--- src/hw/hprs_pkg.sv ---
package hprs_pkg;

  // Register byte offsets on the AXI4-Lite bus.
  localparam logic [7:0] ADDR_HOMING_TYPE   = 8'h00;
  localparam logic [7:0] ADDR_FUNC_SEL_T3   = 8'h04;
  localparam logic [7:0] ADDR_HOME_SHIFT    = 8'h08;
  localparam logic [7:0] ADDR_TRAVEL_AFTER  = 8'h0c;
  localparam logic [7:0] ADDR_HOME_POS_DATA = 8'h10;
  localparam logic [7:0] ADDR_STATUS        = 8'h14;
  localparam logic [7:0] ADDR_CUR_POS       = 8'h18;
  localparam logic [7:0] ADDR_PROG_WRITE    = 8'h1c;

  // Field positions.
  localparam int HT_METHOD_LSB   = 0;
  localparam int HT_DIR_BIT      = 4;
  localparam int POL_BIT         = 0;
  localparam int PW_SLOT_LSB     = 16;
  localparam int ST_BUSY_BIT     = 0;
  localparam int ST_HOMED_BIT    = 1;
  localparam int ST_BADCMD_BIT   = 2;

  // Values after reset.
  localparam logic [4:0]  HOMING_TYPE_RST = 5'h00;
  localparam logic        POLARITY_RST    = 1'h0;
  localparam logic [31:0] DIST_RST        = 32'h0000_0000;

  // Homing method codes held in the method field.
  localparam logic [3:0] METH_DOG         = 4'h0;
  localparam logic [3:0] METH_COUNT       = 4'h1;
  localparam logic [3:0] METH_DATA_SET    = 4'h2;
  localparam logic [3:0] METH_STOPPER     = 4'h3;
  localparam logic [3:0] METH_IGNORE      = 4'h4;
  localparam logic [3:0] METH_DOG_REAR    = 4'h5;
  localparam logic [3:0] METH_COUNT_FRONT = 4'h6;
  localparam logic [3:0] METH_CRADLE      = 4'h7;
  localparam logic [3:0] METH_LAST_INDEX  = 4'h8;
  localparam logic [3:0] METH_DOG_FRONT   = 4'h9;
  localparam logic [3:0] METH_DOGLESS     = 4'ha;

  // Program command code that starts homing.
  localparam logic [7:0] OP_HOME_RETURN = 8'h01;

  // AXI response codes.
  localparam logic [1:0] RESP_OKAY   = 2'h0;
  localparam logic [1:0] RESP_SLVERR = 2'h2;

  typedef enum {
    ST_IDLE, ST_FETCH, ST_DECODE, ST_RETRACT, ST_SEEK, ST_CREEP, ST_TRAVEL,
    ST_REVERSE, ST_INDEX, ST_SHIFT, ST_STOPPER, ST_DONE
  } hprs_state_t;

endpackage : hprs_pkg

--- src/hw/hprs_home_seq.sv ---
`timescale 1ns/1ps
module hprs_home_seq
  import hprs_pkg::*;
#(
  parameter int          PROG_DEPTH  = 16,
  parameter int          PROG_AW     = 4,
  parameter logic [15:0] CNT_PER_REV = 16'h1000
) (
  input  wire logic                 aclk,
  input  wire logic                 aresetn,
  input  wire logic [7:0]           s_axi_awaddr,
  input  wire logic                 s_axi_awvalid,
  output logic                      s_axi_awready,
  input  wire logic [31:0]          s_axi_wdata,
  input  wire logic [3:0]           s_axi_wstrb,
  input  wire logic                 s_axi_wvalid,
  output logic                      s_axi_wready,
  output logic [1:0]                s_axi_bresp,
  output logic                      s_axi_bvalid,
  input  wire logic                 s_axi_bready,
  input  wire logic [7:0]           s_axi_araddr,
  input  wire logic                 s_axi_arvalid,
  output logic                      s_axi_arready,
  output logic [31:0]               s_axi_rdata,
  output logic [1:0]                s_axi_rresp,
  output logic                      s_axi_rvalid,
  input  wire logic                 s_axi_rready,
  input  wire logic                 home_return_command,
  input  wire logic [PROG_AW-1:0]   prog_select,
  input  wire logic                 servo_on,
  input  wire logic                 marker_in,
  input  wire logic                 index_in,
  input  wire logic                 enc_step,
  input  wire logic                 enc_dir_neg,
  input  wire logic                 motion_stalled,
  output logic                      motion_run,
  output logic                      motion_fast,
  output logic                      motion_dir_neg,
  output logic                      homing_busy,
  output logic                      homed,
  output logic [31:0]               current_position
);

  hprs_state_t      state_ff;
  logic [4:0]       homing_type_setting_ff;
  logic             function_select_t3_ff;
  logic [31:0]      home_shift_ff;
  logic [31:0]      travel_after_ff;
  logic [31:0]      home_position_data_ff;
  logic [31:0]      cur_pos_ff;
  logic [31:0]      rem_ff;
  logic             dir_neg_ff;
  logic             homed_ff;
  logic             bad_cmd_ff;
  logic             marker_prev_ff;
  logic             index_prev_ff;
  logic             servo_prev_ff;
  logic             idx_block_ff;
  logic [15:0]      idx_cnt_ff;
  logic             aw_held_ff;
  logic             w_held_ff;
  logic [7:0]       aw_addr_ff;
  logic [31:0]      w_data_ff;
  logic [3:0]       w_strb_ff;
  logic             bvalid_ff;
  logic [1:0]       bresp_ff;
  logic             rvalid_ff;
  logic [31:0]      rdata_ff;
  logic [1:0]       rresp_ff;
  logic             motion_run_ff;
  logic             motion_fast_ff;
  logic             motion_dir_neg_ff;
  logic [7:0]       prog_op;
  logic [3:0]       method;
  logic             marker_det;
  logic             marker_lead;
  logic             marker_trail;
  logic             index_hit;
  logic             wr_fire;
  logic             prog_wr;
  logic             load_home;

  // Decodes whether an address names a mapped register.
  function automatic logic addr_mapped(input logic [7:0] a);
    addr_mapped = (a[1:0] == 2'h0) && (a <= ADDR_PROG_WRITE);
  endfunction : addr_mapped

  // Applies the byte strobes of a write to a stored word.
  function automatic logic [31:0] strobe_merge(input logic [31:0] old_v,
                                               input logic [31:0] new_v,
                                               input logic [3:0]  strb);
    logic [31:0] r;
    r = old_v;
    for (int i = 0; i < 4; i++) begin
      if (strb[i]) begin
        r[i*8 +: 8] = new_v[i*8 +: 8];
      end
    end
    strobe_merge = r;
  endfunction : strobe_merge

  // Marker detection follows the selected input polarity.
  assign marker_det   = function_select_t3_ff ? marker_in : ~marker_in;
  assign marker_lead  = marker_det & ~marker_prev_ff;
  assign marker_trail = ~marker_det & marker_prev_ff;
  // An index edge counts only if none was accepted in the last half revolution.
  assign index_hit    = index_in & ~index_prev_ff & ~idx_block_ff;
  assign method       = homing_type_setting_ff[HT_METHOD_LSB +: 4];
  assign wr_fire      = aw_held_ff & w_held_ff & ~bvalid_ff;
  assign prog_wr      = wr_fire && (aw_addr_ff == ADDR_PROG_WRITE);
  // Home is loaded at completion, or at servo-on under the ignore method.
  assign load_home    = (state_ff == ST_DONE)
                      | (servo_on & ~servo_prev_ff & (method == METH_IGNORE));

  hprs_prog_mem #(
    .WIDTH (8),
    .DEPTH (PROG_DEPTH),
    .AW    (PROG_AW)
  ) u_prog_mem (
    .aclk       (aclk),
    .wr_en      (prog_wr),
    .wr_addr    (w_data_ff[PW_SLOT_LSB +: PROG_AW]),
    .wr_data    (w_data_ff[7:0]),
    .rd_addr    (prog_select),
    .rd_data_ff (prog_op)
  );

  // Write address and data are held separately, taken in either order.
  always_ff @(posedge aclk) begin
    if (!aresetn) begin
      aw_held_ff <= 1'b0;
      w_held_ff  <= 1'b0;
      aw_addr_ff <= 8'h00;
      w_data_ff  <= 32'h0000_0000;
      w_strb_ff  <= 4'h0;
    end else if (wr_fire) begin
      aw_held_ff <= 1'b0;
      w_held_ff  <= 1'b0;
    end else begin
      if (s_axi_awvalid && s_axi_awready) begin
        aw_held_ff <= 1'b1;
        aw_addr_ff <= s_axi_awaddr;
      end
      if (s_axi_wvalid && s_axi_wready) begin
        w_held_ff <= 1'b1;
        w_data_ff <= s_axi_wdata;
        w_strb_ff <= s_axi_wstrb;
      end
    end
  end

  // Write response follows both halves; unmapped or read-only gives SLVERR.
  always_ff @(posedge aclk) begin
    if (!aresetn) begin
      bvalid_ff <= 1'b0;
      bresp_ff  <= RESP_OKAY;
    end else if (wr_fire) begin
      bvalid_ff <= 1'b1;
      bresp_ff  <= (addr_mapped(aw_addr_ff) && aw_addr_ff != ADDR_STATUS
                    && aw_addr_ff != ADDR_CUR_POS) ? RESP_OKAY : RESP_SLVERR;
    end else if (s_axi_bready) begin
      bvalid_ff <= 1'b0;
    end
  end

  // Configuration registers written by software.
  always_ff @(posedge aclk) begin
    if (!aresetn) begin
      homing_type_setting_ff <= HOMING_TYPE_RST;
      function_select_t3_ff  <= POLARITY_RST;
      home_shift_ff          <= DIST_RST;
      travel_after_ff        <= DIST_RST;
      home_position_data_ff  <= DIST_RST;
    end else if (wr_fire) begin
      unique case (aw_addr_ff)
        ADDR_HOMING_TYPE: begin
          if (w_strb_ff[0]) begin
            homing_type_setting_ff <= w_data_ff[4:0];
          end
        end
        ADDR_FUNC_SEL_T3: begin
          if (w_strb_ff[0]) begin
            function_select_t3_ff <= w_data_ff[POL_BIT];
          end
        end
        ADDR_HOME_SHIFT:    home_shift_ff <= strobe_merge(home_shift_ff, w_data_ff, w_strb_ff);
        ADDR_TRAVEL_AFTER:  travel_after_ff <= strobe_merge(travel_after_ff, w_data_ff,
                                                            w_strb_ff);
        ADDR_HOME_POS_DATA: home_position_data_ff <= strobe_merge(home_position_data_ff,
                                                                  w_data_ff, w_strb_ff);
        default: ;
      endcase
    end
  end

  // Read channel answers one cycle after the address is taken.
  always_ff @(posedge aclk) begin
    if (!aresetn) begin
      rvalid_ff <= 1'b0;
      rdata_ff  <= 32'h0000_0000;
      rresp_ff  <= RESP_OKAY;
    end else if (s_axi_arvalid && s_axi_arready) begin
      rvalid_ff <= 1'b1;
      rresp_ff  <= addr_mapped(s_axi_araddr) ? RESP_OKAY : RESP_SLVERR;
      unique case (s_axi_araddr)
        ADDR_HOMING_TYPE:   rdata_ff <= {27'h0, homing_type_setting_ff};
        ADDR_FUNC_SEL_T3:   rdata_ff <= {31'h0, function_select_t3_ff};
        ADDR_HOME_SHIFT:    rdata_ff <= home_shift_ff;
        ADDR_TRAVEL_AFTER:  rdata_ff <= travel_after_ff;
        ADDR_HOME_POS_DATA: rdata_ff <= home_position_data_ff;
        ADDR_STATUS:        rdata_ff <= {29'h0, bad_cmd_ff, homed_ff,
                                         (state_ff != ST_IDLE)};
        ADDR_CUR_POS:       rdata_ff <= cur_pos_ff;
        default:            rdata_ff <= 32'h0000_0000;
      endcase
    end else if (s_axi_rready) begin
      rvalid_ff <= 1'b0;
    end
  end

  // Input history for edge detection.
  always_ff @(posedge aclk) begin
    if (!aresetn) begin
      marker_prev_ff <= 1'b0;
      index_prev_ff  <= 1'b0;
      servo_prev_ff  <= 1'b0;
    end else begin
      marker_prev_ff <= marker_det;
      index_prev_ff  <= index_in;
      servo_prev_ff  <= servo_on;
    end
  end

  // After an accepted index, further edges are ignored for half a revolution.
  always_ff @(posedge aclk) begin
    if (!aresetn) begin
      idx_block_ff <= 1'b0;
      idx_cnt_ff   <= 16'h0000;
    end else if (index_hit) begin
      idx_block_ff <= 1'b1;
      idx_cnt_ff   <= 16'h0000;
    end else if (idx_block_ff && enc_step) begin
      idx_cnt_ff <= idx_cnt_ff + 16'h0001;
      if (idx_cnt_ff + 16'h0001 >= (CNT_PER_REV >> 1)) begin
        idx_block_ff <= 1'b0;
      end
    end
  end

  // Current position follows the encoder and is overwritten at home.
  always_ff @(posedge aclk) begin
    if (!aresetn) begin
      cur_pos_ff <= 32'h0000_0000;
    end else if (load_home) begin
      cur_pos_ff <= home_position_data_ff;
    end else if (enc_step) begin
      cur_pos_ff <= enc_dir_neg ? cur_pos_ff - 32'h1 : cur_pos_ff + 32'h1;
    end
  end

  // Homed flag is clear from power-up until home is loaded, at completion or at servo-on under the ignore method.
  always_ff @(posedge aclk) begin
    if (!aresetn) begin
      homed_ff <= 1'b0;
    end else if (load_home) begin
      homed_ff <= 1'b1;
    end else if (state_ff == ST_FETCH) begin
      homed_ff <= 1'b0;
    end
  end

  // Homing sequencer: program fetch, method decode and motion phases.
  always_ff @(posedge aclk) begin
    if (!aresetn) begin
      state_ff   <= ST_IDLE;
      rem_ff     <= 32'h0000_0000;
      dir_neg_ff <= 1'b0;
      bad_cmd_ff <= 1'b0;
    end else begin
      unique case (state_ff)
        ST_IDLE: begin
          if (home_return_command) begin
            state_ff <= ST_FETCH;
          end
        end
        ST_FETCH: state_ff <= ST_DECODE;
        ST_DECODE: begin
          dir_neg_ff <= homing_type_setting_ff[HT_DIR_BIT];
          bad_cmd_ff <= (prog_op != OP_HOME_RETURN);
          if (prog_op != OP_HOME_RETURN) begin
            state_ff <= ST_IDLE;
          end else begin
            unique case (method)
              METH_DATA_SET, METH_IGNORE: state_ff <= ST_DONE;
              METH_STOPPER:               state_ff <= ST_STOPPER;
              METH_DOGLESS:               state_ff <= ST_INDEX;
              METH_DOG, METH_COUNT, METH_DOG_REAR, METH_COUNT_FRONT, METH_CRADLE,
              METH_LAST_INDEX, METH_DOG_FRONT: begin
                state_ff <= marker_det ? ST_RETRACT : ST_SEEK;
              end
              default: begin
                bad_cmd_ff <= 1'b1;
                state_ff   <= ST_IDLE;
              end
            endcase
          end
        end
        ST_RETRACT: begin
          if (!marker_det) begin
            state_ff <= ST_SEEK;
          end
        end
        ST_SEEK: begin
          if (marker_lead) begin
            unique case (method)
              METH_DOG, METH_DOG_REAR: state_ff <= ST_CREEP;
              METH_COUNT: begin
                rem_ff   <= travel_after_ff;
                state_ff <= ST_TRAVEL;
              end
              METH_COUNT_FRONT, METH_DOG_FRONT: begin
                rem_ff   <= travel_after_ff + home_shift_ff;
                state_ff <= ST_TRAVEL;
              end
              METH_CRADLE: state_ff <= ST_INDEX;
              default: begin
                dir_neg_ff <= ~dir_neg_ff;
                state_ff   <= ST_REVERSE;
              end
            endcase
          end
        end
        ST_CREEP: begin
          if (marker_trail) begin
            if (method == METH_DOG_REAR) begin
              rem_ff   <= travel_after_ff + home_shift_ff;
              state_ff <= ST_TRAVEL;
            end else begin
              state_ff <= ST_INDEX;
            end
          end
        end
        ST_REVERSE: begin
          if (!marker_det) begin
            state_ff <= ST_INDEX;
          end
        end
        ST_TRAVEL: begin
          if (rem_ff == 32'h0) begin
            state_ff <= (method == METH_COUNT) ? ST_INDEX : ST_DONE;
          end else if (enc_step) begin
            rem_ff <= rem_ff - 32'h1;
          end
        end
        ST_INDEX: begin
          if (index_hit) begin
            rem_ff   <= home_shift_ff;
            state_ff <= (method == METH_CRADLE) ? ST_DONE : ST_SHIFT;
          end
        end
        ST_SHIFT: begin
          if (rem_ff == 32'h0) begin
            state_ff <= ST_DONE;
          end else if (enc_step) begin
            rem_ff <= rem_ff - 32'h1;
          end
        end
        ST_STOPPER: begin
          if (motion_stalled) begin
            state_ff <= ST_DONE;
          end
        end
        ST_DONE: state_ff <= ST_IDLE;
      endcase
    end
  end

  // Motion command outputs: fast until the marker is met, or the index under the dogless method; creep afterwards and throughout the stopper method.
  always_ff @(posedge aclk) begin
    if (!aresetn) begin
      motion_run_ff     <= 1'b0;
      motion_fast_ff    <= 1'b0;
      motion_dir_neg_ff <= 1'b0;
    end else begin
      motion_run_ff     <= !(state_ff inside {ST_IDLE, ST_FETCH, ST_DECODE, ST_DONE})
                           && !(state_ff == ST_TRAVEL && rem_ff == 32'h0)
                           && !(state_ff == ST_SHIFT && rem_ff == 32'h0)
                           && !(state_ff == ST_INDEX && index_hit && method == METH_CRADLE);
      motion_fast_ff    <= (state_ff == ST_SEEK) || (state_ff == ST_RETRACT)
                           || (state_ff == ST_INDEX && method == METH_DOGLESS);
      motion_dir_neg_ff <= dir_neg_ff ^ (state_ff == ST_RETRACT);
    end
  end

  // Outputs; the accepted index pulse stays internal.
  assign s_axi_awready    = ~aw_held_ff & ~bvalid_ff;
  assign s_axi_wready     = ~w_held_ff & ~bvalid_ff;
  assign s_axi_bvalid     = bvalid_ff;
  assign s_axi_bresp      = bresp_ff;
  assign s_axi_arready    = ~rvalid_ff;
  assign s_axi_rvalid     = rvalid_ff;
  assign s_axi_rdata      = rdata_ff;
  assign s_axi_rresp      = rresp_ff;
  assign motion_run       = motion_run_ff;
  assign motion_fast      = motion_fast_ff;
  assign motion_dir_neg   = motion_dir_neg_ff;
  assign homing_busy      = (state_ff != ST_IDLE);
  assign homed            = homed_ff;
  assign current_position = cur_pos_ff;

endmodule : hprs_home_seq

--- src/hw/hprs_prog_mem.sv ---
`timescale 1ns/1ps
module hprs_prog_mem #(
  parameter int WIDTH = 8,
  parameter int DEPTH = 16,
  parameter int AW    = 4
) (
  input  wire logic             aclk,
  input  wire logic             wr_en,
  input  wire logic [AW-1:0]    wr_addr,
  input  wire logic [WIDTH-1:0] wr_data,
  input  wire logic [AW-1:0]    rd_addr,
  output logic      [WIDTH-1:0] rd_data_ff
);

  logic [WIDTH-1:0] mem_ff [DEPTH];

  // Stored program commands, written from the register bus.
  always_ff @(posedge aclk) begin
    if (wr_en) begin
      mem_ff[wr_addr] <= wr_data;
    end
  end

  // Read data leave through a register, one cycle after the address.
  always_ff @(posedge aclk) begin
    rd_data_ff <= mem_ff[rd_addr];
  end

endmodule : hprs_prog_mem

--- config.mk ---
export PLATFORM = sky130hd
export DESIGN_NAME = hprs_home_seq
export DESIGN_NICKNAME = d
export VERILOG_FILES = /design/src/hw/hprs_pkg.sv /design/src/hw/hprs_home_seq.sv /design/src/hw/hprs_prog_mem.sv
export SDC_FILE = /design/constraint.sdc
export NUM_CORES = 1
export LEC_CHECK = 0
export ABC_AREA = 1
export BUFFER_PORTS_ARGS = -buffer_cell sky130_fd_sc_hd__buf_2
export CAP_MARGIN = 10
export CORE_ASPECT_RATIO = 1.1
export CORE_UTILIZATION = 40
export CTS_CLUSTER_DIAMETER = 120
export DETAILED_ROUTE_END_ITERATION = 6
export GPL_TIMING_DRIVEN = 0
export PLACE_DENSITY = 0.64
export SETUP_SLACK_MARGIN = 0.3
export SYNTH_ARGS = -nofsm -noshare
export SYNTH_HDL_FRONTEND = slang
export SYNTH_SLANG_ARGS = --single-unit
--- constraint.sdc ---
create_clock -name aclk -period 1.9 [get_ports aclk]
set_input_delay 0.095 -clock aclk [delete_from_list [all_inputs] [get_ports aclk]]
set_output_delay 0.095 -clock aclk [all_outputs]
set_load 0.01 [all_outputs]
; Yosys cells after proc, flatten, opt, wreduce, memory -nomap -nowiden
; Memories as Yosys holds them, arrays and structs flattened. A register that Yosys moved wholly into a read port is not among the register bits.
; Cells that the tools add are included.
[op_classes]
add_sub_neg = 5
magnitude_cmp = 3
eq_ne = 56
n_mux = 48
bitwise_logic = 25
n_reduce_logical = 70
[op_table]
columns = cell, count
row1 = 2-to-1 mux 32 bit, 18
row2 = case mux 32 bit (12 select lines), 1
row3 = case mux 32 bit (7 select lines), 1
row4 = "equality test 32 x 4 -> 1 bit, second input constant", 6
row5 = "equality test 32 x 3 -> 1 bit, second input constant", 5
row6 = case mux 32 bit (4 select lines), 1
row7 = "equality test 32 x 2 -> 1 bit, second input constant", 3
row8 = "equality test 32 x 5 -> 1 bit, second input constant", 3
row9 = logical NOT 32 bit, 2
row10 = case mux 32 bit (2 select lines), 1
row11 = "subtractor 32 x 1 -> 32 bit, second input constant", 2
row12 = AND reduction 3 bit, 15
row13 = "equality test 8 x 5 -> 1 bit, second input constant", 5
row14 = "adder 32 x 1 -> 32 bit, second input constant", 1
row15 = adder 32 bit, 1
row16 = "equality test 32 x 1 -> 1 bit, second input constant", 1
row17 = "equality test 8 x 4 -> 1 bit, second input constant", 4
row18 = nonzero test 32 bit, 1
row19 = "!= test 2 bit, second input constant", 12
row20 = logical AND 1 bit, 17
row21 = "adder 16 x 1 -> 16 bit, second input constant", 1
row22 = "equality test 4 x 3 -> 1 bit, second input constant", 4
row23 = "equality test 8 x 3 -> 1 bit, second input constant", 2
row24 = ">= comparator 16 x 12 -> 1 bit, second input constant", 1
row25 = 34 further kinds, 99
[word_totals]
reg_bits = 308
ram_bits = 128
input_bits = 70
out_inout_bits = 78
word_cells = 246
memories = 1
[mem_list]
columns = name, words, word_bits, read_ports, rd_ports_with_merged_regs, wr, line_no
row1 = u_prog_mem.mem_ff, 16, 8, 1, 1, 1, hprs_prog_mem.sv:15  ; logic [WIDTH-1:0] mem_ff [DEPTH];

; Depth between registers and ports, before layout
; Gate-level depths: netlist of run 1.
[depth]
ltp_word = 7
depth_mapped = 17
depth_no_buf = 17

; By module
; Synthesis of run 1 repeated with hierarchy kept, for this count alone.
[unflattened]
cells_unflattened = 3340
area_unflattened_um2 = 23125.9
[modules_own_cells]
columns = module, n_inst, cells_per_inst, area_each_um2
row1 = hprs_home_seq, 1, 2789, 17359.1
row2 = hprs_prog_mem, 1, 551, 5766.8

; Least setup slack after synthesis of run 1
; Ideal clock, no wire load.
[synth_timing]
path_kind = register to register
from = register home_shift_ff[0]
to = register rem_ff[24]
arrival_ns = 1.817
slack_ns = -0.033
stages_incl_launch_ff = 18
n_path_buf = 0
synth_period_minus_slack_ns = 1.933
path_cell_list = dfxtp_1 ha_1 inv_1 fa_1 inv_1 nand3_1 nand2_1 nand2_1 nand2_1 nand2_1 nand2_1 nand2_1 nand2_1 nand2_1 nand2_1 nand2_1 nand2_1 a21oi_1
[synth_via]
elab_chain_len = 4
word_cells_on_any_way = 6
[synth_rtl]
columns = item, line_no
row1 = from (decl), hprs_home_seq.sv:47  ; logic [31:0] home_shift_ff;
row2 = from (signal assigned), hprs_home_seq.sv:186  ; ADDR_HOME_SHIFT: home_shift_ff <= strobe_merge(home_shift_ff, w_data_ff, w_strb_ff);
row3 = adder 32 bit (*), "hprs_home_seq.sv:322, hprs_home_seq.sv:336"
row4 = case mux 32 bit (2 select lines) or 2-to-1 mux 32 bit (tied branches), "hprs_home_seq.sv:315, hprs_home_seq.sv:335"
row5 = 2-to-1 mux 32 bit (on tied branches), "hprs_home_seq.sv:314, hprs_home_seq.sv:334"
row6 = case mux 32 bit (4 select lines) (*), hprs_home_seq.sv:280  ; unique case (state_ff)
row7 = to (signal assigned), hprs_home_seq.sv:318  ; rem_ff <= travel_after_ff;
row8 = to (signal assigned), hprs_home_seq.sv:322  ; rem_ff <= travel_after_ff + home_shift_ff;
row9 = to (signal assigned), hprs_home_seq.sv:336  ; rem_ff <= travel_after_ff + home_shift_ff;
row10 = to (decl), hprs_home_seq.sv:51  ; logic [31:0] rem_ff;
; Every way passes the cells marked *; elsewhere a longest branch is shown, timed or not. The select of a mux whose other input is x is not followed.
; A chain may end at the register's enable or synchronous reset.

; Worst setup path after layout of run 1
[layout_timing]
from = register travel_after_ff[0]
to = register rem_ff[16]
[layout_via]
elab_chain_len = 4
word_cells_on_any_way = 6
[layout_rtl]
columns = item, line_no
row1 = from (decl), hprs_home_seq.sv:48  ; logic [31:0] travel_after_ff;
row2 = from (signal assigned), hprs_home_seq.sv:187  ; ADDR_TRAVEL_AFTER: travel_after_ff <= strobe_merge(travel_after_ff, w_data_ff,
row3 = adder 32 bit (*), "hprs_home_seq.sv:322, hprs_home_seq.sv:336"
row4 = case mux 32 bit (2 select lines) or 2-to-1 mux 32 bit (tied branches), "hprs_home_seq.sv:315, hprs_home_seq.sv:335"
row5 = 2-to-1 mux 32 bit (on tied branches), "hprs_home_seq.sv:314, hprs_home_seq.sv:334"
row6 = case mux 32 bit (4 select lines) (*), hprs_home_seq.sv:280
; Marked as above.

==> results_dict.tcl, run 1 <==
set metrics [dict create \
    drc_errors 0 \
    power_frac_seq 0.399 \
    die_w_microns 231 \
    io_buffers 142 \
    hold_violations 1 \
    worstMarginPinSlew_ps 1200 \
    min-delay-path-class "in -> reg" \
    area_growth_syn_to_layout_pct 43.9 \
    drive_gt1_frac 0.342 \
    place.gp.congestion 0.975 \
    synthArstFlopShare 0 \
    cts_root_buffer "clkbuf_16" \
    die_h_microns 254 \
    insertion_delay_ps 620 \
    swShare 0.323 \
    synth_edf_count 128 \
    fin_skew_ps 28.5 \
    routed-wl-met3_mm 6.94 \
    ys_ff_latch 414 \
    dr_wl_met2_mm 43.0 \
    synth_ff_type "dfxtp_1" \
    vdd_drop_max_uv 647 \
    hold_ws_ps -1.15 \
    syn_area_sq_mm 0.0230 \
    wirelength_mm 92.9 \
    stdcell_area_sq_mm 0.0331 \
    setup_violations 19 \
    grt_max_degree 33 \
    yosys.area.top_type "dfxtp_1" \
    power_frac_comb 0.233 \
    clock_path_buffers 3 \
    relSlewSlack 0.202 \
    drtIter0Drc 2377 \
    power_density_mw_per_mm2 754 \
    dr.max_layer_used "met4" \
    worst_setup_path_end_kind "register" \
    internal-power_mw 16.9 \
    grt_usage 0.303 \
    nets 3804 \
    core_sq_mm 0.0565 \
    syn-instance-count 3231 \
    period_minus_slack_ps 2060 \
    std_cell_rows 91 \
    grt_pass1_vias 23100 \
    vias_per_cell 5.56 \
    io_pins 148 \
    slew_viol_final 0 \
    synth-seq-area-share 0.416 \
    synth_commonest_cells "nand2_1 (752), nor2_1 (409), inv_1 (391), a21oi_1 (301), dfxtp_1 (286)" \
    syn_area_per_cell_sq_um 7.12 \
    postPlaceCellArea_sq_mm 0.0253 \
    fill_cells 5033 \
    timing.final.crit_share 1.08 \
    yosysWarnings 0 \
    synth.distinct_cells 53 \
    drt-met1-wl_mm 37.3 \
    antenna_found_initial 1 \
    critPathKind "reg -> reg" \
    max_freq_ghz 0.486 \
    violations "hold timing, setup timing" \
    vias 24800 \
    synth_most_common_cell "nand2_1" \
    cts_tree "done" \
    clk_pin_slew_worst_paths_ps 70 \
    die-area_sq_mm 0.0585 \
    grt_pass1_wl_mm 134 \
    critPathArrivalTime_ps 2550 \
    drv_cap 0 \
    wire_per_inst_microns 20.9 \
    clkPwrFrac 0.368 \
    required_ps 2390 \
    power.switching_mw 8.05 \
    cts.sinks 414 \
    cp_max_fo 3 \
    p_total_mw 25.0 \
    leakagePower_nw 13.8 \
    gr-total-overflow 0 \
    cts_buffers 44 \
    htree_levels 2 \
    first_pass_iters 7 \
    fin_util 0.586 \
    ys_top_cells_by_area "dfxtp_1 (25%), edfxtp_1 (17%), nand2_1 (12%), nor2_1 (6.7%), a21oi_1 (6.5%)" \
    yosysTopAreaCellShare 0.249 \
    cp-start-kind "register" \
    start_util 0.407 \
    place_hpwl_mm 66.2 \
    rsz0062_at_grt "true" \
    status "complete, but fails checks" \
    ant_nets 0 \
    setup_ws_ps -159 \
]
## power groups by stage
stage	sequential (mW)	clock [mW]	combinational, mW
after global routing	9.98	9.57	6.28
after floorplan	9.92	0	2.69
after detailed placement	10.1	0	3.91
final	9.96	9.18	5.81
after CTS	9.92	9.22	4.84
after global placement	10.1	0	3.87
## cell families (layout without fill, tap and decap cells)
group                    after synthesis  in the layout  synth area share
multiplexers                          32             32            0.0139
AO/OA/AOI/OAI                        750            750             0.177
flip-flops                           414            414             0.416
AND/OR/NAND/NOR                     1417           1418             0.256
other                                  1              3          0.000163
adder cells (fa/ha/maj)               65             65            0.0360
buffers and inverters                517            989            0.0880
XOR/XNOR                              35             35            0.0133
## sequential cells by signal, indices dropped and copies added, names as in the netlist, 4 cells and up
signal and cells:
rem_ff 32, current_position 32, home_shift_ff 32, u_prog_mem.rd_data_ff 8
u_prog_mem.mem_ff 128, s_axi_rdata 32, w_data_ff 32, home_position_data_ff 32
travel_after_ff 32, idx_cnt_ff 16, homing_type_setting_ff 5, w_strb_ff 4
aw_addr_ff 8, state_ff 4
## cell type report
cell class	instances	area, sq um	area share
Multi-Input combinational cell	2302	15200	0.459
Sequential cell	414	9820	0.297
Timing Repair Buffer	390	3270	0.0987
Inverter	406	1620	0.0489
Clock buffer	59	1300	0.0393
Tap cell	744	931	0.0281
Buffer	111	736	0.0222
Clock inverter	23	243	0.00733
Antenna cell	1	2.50	0.0000756
## cells in the final DEF, fill, tap and decap left out, types with 15 or more instances in the layout
cell type      instances
nand3b_1              15
nor2_1               282
nand2_2               95
o21ai_1               41
nand2_1              597
nand3_2               39
buf_6                 43
nand3_1               92
mux2i_1               32
a21oi_2               73
clkbuf_16             51
o21ai_0              202
ha_4                  61
edfxtp_1             128
dfxtp_1              178
o211ai_1              41
dfxtp_4               48
inv_2                 37
a31oi_1               16
buf_8                 21
clkbuf_2              16
buf_4                127
nor2_4                90
clkbuf_1              58
a21oi_1              220
xor2_1                17
nand4_1               19
nor2_2                46
dfxtp_2               60
inv_4                 16
nand2_4               58
buf_12                21
inv_1                340
dlygate4sd3_1         56
o21ai_2               68
buf_2                151
o22ai_1               25
## worst max-delay path: stages (launching register included)
cell and delay, ps:
dfxtp_4 380, ha_4 140, inv_2 30, fa_2 340, inv_2 80, nand3_2 80, nand2_4 90, nand2_1 60
nand2_2 80, nand2_2 70, nand2_2 90, nand2_2 80, a21oi_2 120, o21ai_1 60, nor2_1 190, nor2_1 60
## final timing paths
kind	cells past startpoint	slack (ps)	to	from
setup reg to reg	15	-160	rem_ff[16]	travel_after_ff[0]
hold / removal	4	-1	w_strb_ff[1]	s_axi_wvalid
hold reg to reg	2	470	s_axi_rdata[5]	s_axi_rdata[5]
setup / recovery	15	-160	rem_ff[16]	travel_after_ff[0]
## metrics by stage
stage | setup WS [ps] | std cells | hold WS, ps | setup TNS [ps]
finish | -159 | 4450 | -1.15 | -1610
floorplan | 119 | 3232 | 188 | 0
CTS | -125 | 4362 | 53.4 | -1060
detailed placement | -992 | 4118 | 295 | -99730
global route | -285 | 4449 | 9.92 | -4330
global placement | -951 | 4118 | 297 | -97340
## metal layers
metal,vias up,track usage
li1,11600,-
met1,11700,0.382
met2,1164,0.501
met3,308,0.0393
met4,0,0.165
met5,-,0
## what timing repair did
action,in CTS,in global routing
hold buffers,56,0
gates resized for setup,598,542
cloned,14,5
pin swaps,117,215
endpoints found under the hold margin,62,0
setup buffers,92,82
endpoints found under the setup margin,381,372
Note: power is estimated with default switching activity, not from simulation.
==> inputs of run 2 (changes only) <==
Settings changed: CORE_ASPECT_RATIO 1.1 to 1.2.
==> run 2 against run 1 <==
Net effect:
- the flow finishes with violations (setup timing)
- register-to-register slack got worse by 230 ps
- global-route usage is 2.2 points higher
- design area rose by 2.5%
- power is 2.1% higher
- sequential power hardly changed
- setup slack lost 230 ps
- clock-buffer cell count down 1
- via count increased by 0.79%
- worst hold slack better by 53 ps
- fmax is 10% lower
- sequential share of layout area shrank 0.61 points
- critical path type unchanged
- largest cell class unchanged
==> results_dict.tcl, run 2 (same netlist as run 1, synthesis figures left out) <==
set metrics [dict create \
    power_frac_comb 0.234 \
    cp-start-kind "register" \
    insertion_delay_ps 620 \
    cts_tree "done" \
    place.gp.congestion 0.982 \
    io_pins 148 \
    dr.max_layer_used "met5" \
    die_w_microns 221 \
    drive_gt1_frac 0.367 \
    rsz0062_at_grt "true" \
    routed-wl-met3_mm 6.03 \
    gr-total-overflow 0 \
    drt-met1-wl_mm 35.6 \
    fin_skew_ps 66.4 \
    power_frac_seq 0.391 \
    vias 24900 \
    min-delay-path-class "in -> reg" \
    swShare 0.316 \
    clkPwrFrac 0.375 \
    path_delay_family "compound AO/OA/AOI/OAI gates" \
    power.switching_mw 8.05 \
    power_density_mw_per_mm2 751 \
    htree_levels 2 \
    relSlewSlack 0.0885 \
    grt_max_degree 33 \
    max_freq_ghz 0.436 \
    wire_per_inst_microns 21.9 \
    setup_ws_ps -392 \
    critPathArrivalTime_ps 2740 \
    timing.final.crit_share 1.21 \
    period_minus_slack_ps 2290 \
    cts_buffers 44 \
    most-common-layout-cells "nand2_1 (559), inv_1 (332), nor2_1 (283)" \
    grt_pass1_vias 24300 \
    nets 3859 \
    vdd_drop_max_uv 656 \
    internal-power_mw 17.4 \
    largest_register_ff_count 128 \
    std_cell_rows 95 \
    largest_register "u_prog_mem.mem_ff" \
    drc_errors 0 \
    slew_viol_final 0 \
    worst_setup_path_end_kind "register" \
    dr_wl_met2_mm 47.6 \
    required_ps 2340 \
    wirelength_mm 98.1 \
    clk_pin_slew_worst_paths_ps 70 \
    drv_cap 0 \
    cts.sinks 414 \
    antenna_found_initial 3 \
    cp_cell_sequence "ha_4, buf_4, nand2_4, o21bai_1, a21oi_2, nand2_4, nand2_2, nand2_2, nand2_1, nand2_1, nand2_1, nor2_1, nor2_1" \
    final_common_cell "nand2_1" \
    io_buffers 142 \
    cp_slowest_cell "o21bai_1" \
    first_pass_iters 6 \
    clock_path_buffers 3 \
    ant_nets 0 \
    start_util 0.408 \
    cts_root_buffer "clkbuf_16" \
    drtIter0Drc 2135 \
    grt_usage 0.325 \
    worstMarginPinSlew_ps 1370 \
    area_growth_syn_to_layout_pct 47.4 \
    hold_violations 0 \
    crit_top_cell "nand2_1" \
    violations "setup timing" \
    critPathKind "reg -> reg" \
    die-area_sq_mm 0.0585 \
    grt_pass1_wl_mm 144 \
    core_sq_mm 0.0565 \
    p_total_mw 25.5 \
    status "complete, but fails checks" \
    die_h_microns 265 \
    path_buf_inv 1 \
    dp_worst_setup_slack_ps -1080 \
    max_stage_delay_ps 560 \
    leakagePower_nw 14.3 \
    place_hpwl_mm 70.0 \
    cp_max_fo 4 \
    setup_tns_ps -4310 \
    setup_violations 58 \
    vias_per_cell 5.56 \
]
[run 2: cell count changes in the layout (fill, tap and decap cells not counted), moves of 8 or more]
cell,delta
nand2_4,+11
o22ai_1,-9
o21ai_2,-9
buf_4,+32
nand2_1,-38
dfxtp_4,+10
o21ai_1,+13
buf_6,+24
nand2_2,+31
inv_1,-8
[run 2: per-stage QoR]
step | util | hold WS, ps | std cells | cell area [sq um]
floorplan | - | 188 | 3232 | 23700
finish | 0.601 | 51.4 | 4489 | 33900
CTS | 0.569 | 89.9 | 4437 | 32100
global placement | 0.448 | 292 | 4101 | 25300
detailed placement | 0.448 | 296 | 4101 | 25300
global route | 0.601 | 66.7 | 4487 | 33900
[run 2: worst reg2reg max path, cell delays in order (launching register included)]
cell and delay [ps]:
dfxtp_4 360, ha_4 300, buf_4 120, nand2_4 70
o21bai_1 560, a21oi_2 180, nand2_4 150, nand2_2 60
nand2_2 60, nand2_1 50, nand2_1 70, nand2_1 50
nor2_1 80, nor2_1 50
[run 2: timing repair]
action,in CTS,in global routing
pin swaps,199,201
cloned,20,1
hold buffers,58,0
setup endpoints to repair,380,371
resized for setup,848,410
setup buffers,176,49
hold endpoints to repair,62,0
[run 2: power by group through the flow]
stage	logic [mW]	clock network (mW)	registers (mW)
after floorplan	2.69	0	9.92
after global placement	3.97	0	10.1
after detailed placement	4.01	0	10.1
after CTS	5.35	9.59	9.91
after global routing	6.39	9.95	9.97
final	5.97	9.55	9.95
[run 2: final timing paths]
| path | cells after the start | from | endpoint | slack [ps] |
|---|---|---|---|---|
| setup / recovery | 13 | home_shift_ff[10] | rem_ff[15] | -390 |
| hold / removal | 4 | s_axi_wvalid | w_strb_ff[1] | 50 |
| setup reg to reg | 13 | home_shift_ff[10] | rem_ff[15] | -390 |
| hold reg to reg | 2 | s_axi_rdata[29] | s_axi_rdata[29] | 460 |
[run 2: layer usage]
layer	track usage	vias up
met5	0	-
met4	0.246	2
met2	0.571	1143
met3	0.0523	452
li1	-	11700
met1	0.352	11700
[run 2: cell type report]
class | instances | area [sq um]
Clock buffer | 58 | 1250
Buffer | 111 | 762
Tap cell | 727 | 910
Multi-Input combinational cell | 2302 | 15400
Fill cell | 4807 | 22500
Timing Repair Buffer | 444 | 3740
Clock inverter | 24 | 359
Sequential cell | 414 | 9860
Timing Repair inverter | 1 | 11.3
Inverter | 406 | 1620
Antenna cell | 2 | 5.00
